`config.mk`:
```
export PLATFORM = sky130hd
export DESIGN_NAME = ddrio_top
export DESIGN_NICKNAME = d
export VERILOG_FILES = /design/src/hdl/ddrio_pkg.sv /design/src/hdl/ddrio_sync2.sv /design/src/hdl/ddrio_top.sv
export SDC_FILE = /design/constraint.sdc
export NUM_CORES = 1
export LEC_CHECK = 0
export BUFFER_PORTS_ARGS = -buffer_cell sky130_fd_sc_hd__buf_2
export CAP_MARGIN = 15
export CORE_ASPECT_RATIO = 0.6
export CORE_MARGIN = 5
export CORE_UTILIZATION = 59
export CTS_BUF_LIST = sky130_fd_sc_hd__clkbuf_4
export DETAILED_ROUTE_END_ITERATION = 12
export PLACE_DENSITY = 0.87
export SLEW_MARGIN = 30
export SYNTH_ARGS = -nofsm -noshare
export SYNTH_HDL_FRONTEND = slang
export SYNTH_HIERARCHICAL = 1
export SYNTH_SLANG_ARGS = --single-unit
```
`constraint.sdc`:
```
create_clock -name i_clk -period 4.2 [get_ports i_clk]
set_input_delay 0.21 -clock i_clk [delete_from_list [all_inputs] [get_ports i_clk]]
set_output_delay 0.21 -clock i_clk [all_outputs]
set_load 0.01 [all_outputs]
```
`src/hdl/ddrio_pkg.sv`:
```
// Function
// - Core output signals are registered before reaching the pad buffer.
// - Single-rate mode: negative-phase data feeds one element driving the pad.
// - Single-rate element is selectable as D flip-flop or level latch.
// - Double-rate mode: both phase inputs registered on the rising clock edge.
// - Double-rate: registered positive-phase data passes a latch the next cycle.
// - Double-rate: clock-driven multiplexer picks the stored value per phase.
// - Polarity selector sets the edge used by read-path synchronizing registers.
// - Synchronizing polarity is re-evaluated at the start of every read.
// - Detection logic recognises strobe going from idle level to low.
// - Preamble detection result sets the synchronizing clock polarity.
// - Dedicated polarity-control signal selects synchronizer clock polarity.
// - A quarter-period shifted write strobe comes from the strobe-delay block.
// - Shifted write strobe is distributed to every bit of the data bus.
package ddrio_pkg;
    // ----------------------------------------------------------------
    // Sizes and reset values
    // ----------------------------------------------------------------
    localparam int DATA_W = 8;
    localparam logic POL_RESET = 1'b0;
    localparam logic [1:0] PHASE_RESET = 2'h0;

    typedef struct packed {
        logic [DATA_W-1:0] neg;
        logic [DATA_W-1:0] pos;
    } ddrio_out_t;

    typedef enum logic [2:0] {
        ST_IDLE = 3'h1,
        ST_PREAMBLE = 3'h2,
        ST_READ = 3'h4
    } ddrio_rd_state_t;
endpackage : ddrio_pkg

```
`src/hdl/ddrio_sync2.sv`:
```
`timescale 1ns/100ps
module ddrio_sync2 #(
    parameter int W = 1
) (
    input wire logic i_clk,
    input wire logic i_reset,
    input wire logic [W-1:0] i_async,
    output logic [W-1:0] o_sync
);
    logic [W-1:0] meta_reg;
    logic [W-1:0] sync_reg;
    logic [W-1:0] meta_next;
    logic [W-1:0] sync_next;

    always_comb begin
        meta_next = i_async;
        sync_next = meta_reg;
    end

    always_ff @(posedge i_clk) begin
        if (i_reset) begin
            meta_reg <= '0;
            sync_reg <= '0;
        end else begin
            meta_reg <= meta_next;
            sync_reg <= sync_next;
        end
    end

    assign o_sync = sync_reg;
endmodule : ddrio_sync2

```
`src/hdl/ddrio_top.sv`:
```
`timescale 1ns/100ps
module ddrio_top (
    input wire logic i_clk,
    input wire logic i_reset,
    input wire logic i_ddr_mode,
    input wire logic i_latch_mode,
    input wire logic i_latch_en,
    input wire ddrio_pkg::ddrio_out_t i_out_data,
    input wire logic i_edge_clock_one,
    input wire logic i_strobe_in,
    input wire logic i_strobe_oe_n,
    input wire logic [ddrio_pkg::DATA_W-1:0] i_read_data,
    output logic [ddrio_pkg::DATA_W-1:0] o_pad_out_drive,
    output logic o_sync_clock_polarity_sel,
    output logic o_preamble_seen,
    output logic [ddrio_pkg::DATA_W-1:0] o_read_data,
    output logic o_read_valid,
    output logic [ddrio_pkg::DATA_W-1:0] o_write_strobe_shifted
);
    localparam int W = ddrio_pkg::DATA_W;

    // ----------------------------------------------------------------
    // Pin synchronisers
    // ----------------------------------------------------------------
    // Bit order: data, edge clock, strobe level, strobe driven flag
    logic [W+2:0] pins_sync;
    ddrio_sync2 #(.W(W + 3)) ddrio_sync2_inst (
        .i_clk(i_clk),
        .i_reset(i_reset),
        .i_async({i_read_data, i_edge_clock_one, i_strobe_in, ~i_strobe_oe_n}),
        .o_sync(pins_sync)
    );
    logic [W-1:0] rd_s;
    logic eclk_s;
    logic dqs_s;
    logic dqs_drv_s;
    assign rd_s = pins_sync[W+2:3];
    assign eclk_s = pins_sync[2];
    assign dqs_s = pins_sync[1];
    assign dqs_drv_s = pins_sync[0];

    // ----------------------------------------------------------------
    // Output register block
    // ----------------------------------------------------------------
    logic [W-1:0] neg_reg, neg_next;
    logic [W-1:0] pos_reg, pos_next;
    logic [W-1:0] pos_lat_reg, pos_lat_next;
    logic [W-1:0] pad_reg, pad_next;
    logic phase_reg, phase_next;

    always_comb begin
        neg_next = i_out_data.neg;
        pos_next = i_out_data.pos;
        pos_lat_next = pos_lat_reg;
        phase_next = ~phase_reg;
        pad_next = pad_reg;
        if (i_ddr_mode) begin
            // Positive data held a cycle so it survives the next capture
            pos_lat_next = pos_reg;
            pad_next = phase_reg ? pos_lat_reg : neg_reg;
        end else if (i_latch_mode) begin
            // Transparent while enable high, closed otherwise
            if (i_latch_en) begin
                pad_next = i_out_data.neg;
            end
        end else begin
            pad_next = i_out_data.neg;
        end
    end

    always_ff @(posedge i_clk) begin
        if (i_reset) begin
            neg_reg <= '0;
            pos_reg <= '0;
            pos_lat_reg <= '0;
            pad_reg <= '0;
            phase_reg <= 1'b0;
        end else begin
            neg_reg <= neg_next;
            pos_reg <= pos_next;
            pos_lat_reg <= pos_lat_next;
            pad_reg <= pad_next;
            phase_reg <= phase_next;
        end
    end

    assign o_pad_out_drive = pad_reg;

    // ----------------------------------------------------------------
    // Preamble detection and polarity control
    // ----------------------------------------------------------------
    ddrio_pkg::ddrio_rd_state_t st_reg, st_next;
    logic pol_reg, pol_next;
    logic pre_reg, pre_next;
    logic eclk_d_reg;

    always_comb begin
        st_next = st_reg;
        pol_next = pol_reg;
        pre_next = 1'b0;
        case (st_reg)
            ddrio_pkg::ST_IDLE: begin
                // Strobe undriven means idle; first driven low marks preamble
                if (dqs_drv_s && !dqs_s) begin
                    st_next = ddrio_pkg::ST_PREAMBLE;
                    pre_next = 1'b1;
                    // Sample clock phase at detection to pick the safe edge
                    pol_next = eclk_s;
                end
            end
            ddrio_pkg::ST_PREAMBLE: begin
                if (!dqs_drv_s) begin
                    st_next = ddrio_pkg::ST_IDLE;
                end else if (dqs_s) begin
                    st_next = ddrio_pkg::ST_READ;
                end
            end
            ddrio_pkg::ST_READ: begin
                if (!dqs_drv_s) begin
                    st_next = ddrio_pkg::ST_IDLE;
                end
            end
            default: st_next = ddrio_pkg::ST_IDLE;
        endcase
    end

    always_ff @(posedge i_clk) begin
        if (i_reset) begin
            st_reg <= ddrio_pkg::ST_IDLE;
            pol_reg <= ddrio_pkg::POL_RESET;
            pre_reg <= 1'b0;
            eclk_d_reg <= 1'b0;
        end else begin
            st_reg <= st_next;
            pol_reg <= pol_next;
            pre_reg <= pre_next;
            eclk_d_reg <= eclk_s;
        end
    end

    assign o_sync_clock_polarity_sel = pol_reg;
    assign o_preamble_seen = pre_reg;

    // ----------------------------------------------------------------
    // Read-path synchronizing registers
    // ----------------------------------------------------------------
    logic [W-1:0] rdat_reg, rdat_next;
    logic rval_reg, rval_next;
    logic cap_edge;
    // Capture on the link-clock edge chosen by the polarity select
    assign cap_edge = pol_reg ? (eclk_d_reg && !eclk_s) : (!eclk_d_reg && eclk_s);

    always_comb begin
        rdat_next = rdat_reg;
        rval_next = 1'b0;
        if (st_reg == ddrio_pkg::ST_READ && cap_edge) begin
            rdat_next = rd_s;
            rval_next = 1'b1;
        end
    end

    always_ff @(posedge i_clk) begin
        if (i_reset) begin
            rdat_reg <= '0;
            rval_reg <= 1'b0;
        end else begin
            rdat_reg <= rdat_next;
            rval_reg <= rval_next;
        end
    end

    assign o_read_data = rdat_reg;
    assign o_read_valid = rval_reg;

    // ----------------------------------------------------------------
    // Shifted write strobe
    // ----------------------------------------------------------------
    // Quarter-period shift: delayed edge clock, fanned to each data bit
    logic ws_reg, ws_next;
    always_comb begin
        ws_next = eclk_d_reg;
    end
    always_ff @(posedge i_clk) begin
        if (i_reset) begin
            ws_reg <= 1'b0;
        end else begin
            ws_reg <= ws_next;
        end
    end

    genvar g;
    generate
        for (g = 0; g < W; g++) begin : g_ws
            assign o_write_strobe_shifted[g] = ws_reg;
        end
    endgenerate

    // ----------------------------------------------------------------
    // Assertions
    // ----------------------------------------------------------------
    a_pol_reset_default: assert property (@(posedge i_clk)
        $fell(i_reset) |-> $past(pol_reg) == ddrio_pkg::POL_RESET)
        else $error("polarity not at default after reset");
    a_pol_hold_stable: assert property (@(posedge i_clk) disable iff (i_reset)
        !pre_reg |-> pol_reg == $past(pol_reg))
        else $error("polarity changed without preamble");
    a_pre_from_idle: assert property (@(posedge i_clk) disable iff (i_reset)
        pre_reg |-> $past(st_reg) == ddrio_pkg::ST_IDLE && !$past(dqs_s))
        else $error("preamble flag without idle low strobe");
    a_pol_takes_clk: assert property (@(posedge i_clk) disable iff (i_reset)
        pre_reg |-> pol_reg == $past(eclk_s))
        else $error("polarity not from detection");
    a_sdr_ff_path: assert property (@(posedge i_clk) disable iff (i_reset)
        !i_ddr_mode && !i_latch_mode |=> o_pad_out_drive == $past(i_out_data.neg))
        else $error("single-rate flop path wrong");
    a_sdr_latch_hold: assert property (@(posedge i_clk) disable iff (i_reset)
        !i_ddr_mode && i_latch_mode && !i_latch_en |=> $stable(o_pad_out_drive))
        else $error("closed latch changed");
    a_ddr_pos_path: assert property (@(posedge i_clk) disable iff (i_reset)
        i_ddr_mode [*3] ##0 phase_reg |=> o_pad_out_drive == $past(i_out_data.pos, 3))
        else $error("double-rate positive path wrong");
    a_ddr_neg_path: assert property (@(posedge i_clk) disable iff (i_reset)
        i_ddr_mode [*2] ##0 !phase_reg |=> o_pad_out_drive == $past(i_out_data.neg, 2))
        else $error("double-rate negative path wrong");
    a_rd_only_in_read: assert property (@(posedge i_clk) disable iff (i_reset)
        o_read_valid |-> $past(st_reg) == ddrio_pkg::ST_READ)
        else $error("read capture outside read");
    a_ws_fanout: assert property (@(posedge i_clk) disable iff (i_reset)
        o_write_strobe_shifted == {W{$past(eclk_s, 2)}})
        else $error("write strobe not the delayed edge clock on every bit");

    c_preamble: cover property (@(posedge i_clk) pre_reg);
    c_read_cap: cover property (@(posedge i_clk) o_read_valid && pol_reg);
    c_ddr_run: cover property (@(posedge i_clk) i_ddr_mode [*4]);
    c_latch: cover property (@(posedge i_clk) i_latch_mode && i_latch_en);
endmodule : ddrio_top

```
* Yosys cells after proc, flatten, opt, wreduce, memory -nomap -nowiden
Index checks and enable logic that the tools add are counted.
** Word-level totals
- Bits of input ports :: 32
- RAM bits :: 0
- Memory bits (read-only) :: 0
- Output and inout bits :: 27
- Memories kept :: 0
- Word-level logic and storage cells :: 46
- Latch bits :: 0
- Register bits :: 71
** Operators by class
- Equality and inequality tests :: 7
- $add $sub $neg :: 0
- $lt $le $gt $ge :: 0
- Mux-type cells :: 12
- Bitwise logic cells :: 3
- Multipliers :: 0
- Shift-type cells :: 0
- Divide/modulo/power cells :: 0
- Reductions and logical operators :: 10
** Operator list (number)
- 8-bit 2-to-1 mux :: 4
- 3-bit 2-to-1 mux :: 4
- 3-bit one-hot mux with 3 select lines :: 1
- 3-bit by 2-bit != test with 1-bit output (second input constant) :: 2
- 1-bit logical AND :: 4
- 2-bit != test (second input constant) :: 2
- 3-bit by 1-bit equality test with 1-bit output (second input constant) :: 1
- 3-bit by 2-bit equality test with 1-bit output (second input constant) :: 1
- 3-bit equality test (second input constant) :: 1
- 1-bit logical NOT :: 3
- 1-bit 2-to-1 mux :: 3
- 1-bit inverter :: 3
- 3-bit AND reduction :: 1
- 2-bit AND reduction :: 1
- 2-bit OR reduction :: 1

* Longest topological paths before layout
- Depth in word-level cells :: 5
- Gate-level depth with buffers :: 5
- Mapped depth without buffers :: 3

* By module
Netlist, hierarchy kept.
** By module, submodules not included
- ddrio_top :: area each 1899.3 sq um, cells each 190, instances 1, sequential area each 980.9 sq um
- ddrio_sync2 :: area each 640.6 sq um, cells each 46, instances 1, sequential area each 440.4 sq um

* Worst setup path after synthesis
OpenSTA, ideal clock, no wires.
- Path type :: register -> register
- From :: reg pol_reg, in the netlist o_sync_clock_polarity_sel
- To :: reg rdat_reg[0], in the netlist o_read_data[0]
- Setup slack :: 2.828 ns
- Stages on the path, launching flop included :: 5
- Data required time :: 4.128 ns
- Clock period less this slack :: 1.372 ns
- Setup time :: 0.072 ns
- Arrival time :: 1.300 ns
- Path buffers :: 1
- Cell sequence :: dfxtp_1 -> or3b_1 -> a211oi_1 -> buf_4 -> mux2i_1
** Between the ends
- Cells in the longest elaborated chain, start to end :: 2
** Ends and longest elaborated chain
- from (decl) :: RTL line ddrio_top.sv:93 : logic pol_reg, pol_next;
- from (signal assigned) :: RTL line ddrio_top.sv:130 : pol_reg <= ddrio_pkg::POL_RESET;
- from (signal assigned) :: RTL line ddrio_top.sv:135 : pol_reg <= pol_next;
- 1-bit 2-to-1 mux :: RTL line ddrio_top.sv:151 : assign cap_edge = pol_reg ? (eclk_d_reg && !eclk_s) : (!eclk_d_reg && eclk_s);
- 1-bit logical AND :: RTL line ddrio_top.sv:156 : if (st_reg == ddrio_pkg::ST_READ && cap_edge) begin
- to (signal assigned) :: RTL line ddrio_top.sv:167 : rdat_reg <= rdat_next;
- to (decl) :: RTL line ddrio_top.sv:147 : logic [W-1:0] rdat_reg, rdat_next;
Every way passes these cells.
A chain may end at the register's enable or synchronous reset.

* Final worst setup path
- From :: reg pol_reg, in the netlist o_sync_clock_polarity_sel
- To :: reg rdat_reg[3], in the netlist o_read_data[3]
Same word-level chain as after synthesis.

==> out/results.ini <==
[timing]
min_period_ns = 1.84
setup_ws_ns = 2.36
rsz0062_at_grt = no
finalSetupViolations = 0
slew_viol_final = 0
max_freq_ghz = 0.544
finClkSkew_ns = 0.00708
tns_ns = 0
tightest_slew_ns = 0.885
relSlewSlack = 0.410
period_share = 0.437
hold_viol_final = 0

[flow_run]
maxCapViolations = 0

[placed_design]
hpwl_um = 3020
place_worst_setup_slack_ns = 2.34
portBuffers = 58
place_inst = 333
place_congestion = 0.728

[global_route]
grt_max_degree = 53
grt_usage = 0.166
grt_pass1_vias = 1676
antenna_found_initial = 0
grt_overflow = 0
grt_pass1_wl_um = 7300

[yosys]
ys_seq_area_frac = 0.560
synth_flop_cell = dfxtp_1
ys_seq_elements = 71
synth_cells = 236
ys_async_sr_fraction = 0
yosysWarnings = 6
synth_edf_count = 0
syn_area_um2 = 2540
synthTopCellsByArea = dfxtp_1, mux2i_1, nor2b_1
synth_largest_area_cell = dfxtp_1
synth.most_common_cell = dfxtp_1
synth_common_cells = dfxtp_1, mux2i_1, nor2b_1, nand2b_1, nor2_1
yosysTopAreaCellShare = 0.560
synth.avg_cell_area_um2 = 10.8
synthesis.nets = 268
synth_cell_type_count = 24

[route]
finalWirelength_um = 4280
vias_per_cell = 4.76
highest_layer = met4
wl_met1_um = 1980
num_vias = 1661
drc = 0
avgRoutedWirePerCell_um = 12.2
dr.pass1.iters = 4
wl_met3_um = 232
dr_wl_met2_um = 2030
initialDrtViolationCount = 78
drtAntennaViolNets = 0

[clock_tree]
cts_tree = built
clkTransAtPathRegs_ns = 0.10
cts_root_buffer = clkbuf_4
htreeDepth = 3
postCtsSetupBuffers = 0
clkSinkCount = 71
clk_path_buf_depth = 2
cts_buffers = 9
holdBufCountCts = 0
ctsResizeCount = 0
clock_latency_ns = 0.38

[floorplan]
dieWidth_um = 94.7
core_area_um2 = 4140
placement_rows = 18
die-area_um2 = 5760
dieHeight_um = 60.8
initial_core_util = 0.613
io_pins = 59

[layout]
nNetsFinal = 316
drive_above_1_share = 0.322
n_antenna_cell = 0
nFillCells = 364
final_cells = 349
areaGrowthSynthToFinish_pct = 16.1

[setup_path]
rr_startpoint = o_sync_clock_polarity_sel
cp.required_ns = 4.51
startpoint = o_sync_clock_polarity_sel
rr_worst_depth = 3
critPathKind = reg -> reg
cp-start-kind = flop
crit_arrival_ns = 2.14
regToRegEndpoint = o_read_data[3]
worstSetupEndpoint = o_read_data[3]
critPathMaxFanout = 9
regToRegSetupSlack_ns = 2.36
critPathCaptureType = flop

[worst_hold_path]
holdPathStages = 2
holdCritPathClass = in -> reg

[pwr]
pwr_density_cell_nw_per_um2 = 431
ir_drop_mv = 0.274
leakage_nw = 1.28

[run_status]
outcome = completed

final cells by class:
class,count,area (um2),share of cell area
Inverter,3,11.3,0.00382
Sequential cell,71,1420,0.482
Clock inverter,6,85.1,0.0289
Timing Repair Buffer,59,298,0.101
Clock buffer,10,75.1,0.0255
Tap cell,60,75.1,0.0255
Multi-Input combinational cell,140,982,0.333
where the power goes:
group | switching (W) | internal (W) | total [W]
Combinational | 0.0000418 | 0.0000480 | 0.0000898
Sequential | 0.0000134 | 0.000702 | 0.000715
Clock | 0.000218 | 0.000246 | 0.000465
Total | 0.000274 | 0.000996 | 0.00127
worst max-delay path: stages (launching register included):
cell	delay, ns
dfxtp_1	0.34
or3b_1	0.40
a211oi_2	0.75
mux2i_1	0.27
cells in the final DEF, fill, tap and decap left out, drive strengths merged, types with 2 or more instances in the layout:
cell type and instances:
dfxtp 71, buf 59, nor2b 38, mux2i 24, nand2b 19, nor2 19
clkbuf 10, a21oi 9, nand2 8, a211o 8, inv 3, nand3b 2
o21ai 2, xnor2 2, clkinv 2, clkinvlp 2, bufinv 2, and2b 2
a211oi 2
worst min-delay path by stage:
stage                                        end  slack, ns                          start
floorplan           ddrio_sync2_inst/meta_reg[8]       0.34                 i_read_data[5]
global placement     ddrio_sync2_inst/o_sync[10]       0.41  ddrio_sync2_inst/meta_reg[10]
detailed placement    ddrio_sync2_inst/o_sync[5]       0.42   ddrio_sync2_inst/meta_reg[5]
CTS                                   pos_reg[0]      0.005                  i_out_data[0]
global route        ddrio_sync2_inst/meta_reg[3]      0.005                 i_read_data[0]
finish              ddrio_sync2_inst/meta_reg[3]       0.04                 i_read_data[0]
cells by family (layout without fill, tap and decap cells):
| family | count (synthesis) | in the layout | share of synthesized area |
|---|---|---|---|
| muxes | 24 | 24 | 0.0946 |
| DFF | 71 | 71 | 0.560 |
| AOI/OAI and AO/OA | 21 | 21 | 0.0552 |
| and+or+nand+nor | 93 | 93 | 0.226 |
| xor gates and xnor gates | 2 | 2 | 0.00690 |
| buffers and inverters | 25 | 78 | 0.0581 |
per-stage QoR:
stage	power (W)	hold slack [ns]	utilization	cell area [um2]
floorplan	0.000791	0.335	-	2540
CTS	0.00128	0.00478	0.710	2940
global placement	0.000816	0.415	0.671	2780
global route	0.00133	0.00516	0.711	2950
detailed placement	0.000820	0.419	0.671	2780
finish	0.00127	0.0350	0.711	2950
per-layer routing:
layer / track usage / up-vias
li1: - / 856
met1: 0.195 / 767
met2: 0.282 / 34
met3: 0.0582 / 4
met4: 0.0719 / 0
met5: 0 / -
(Power assumes the default switching activity.)
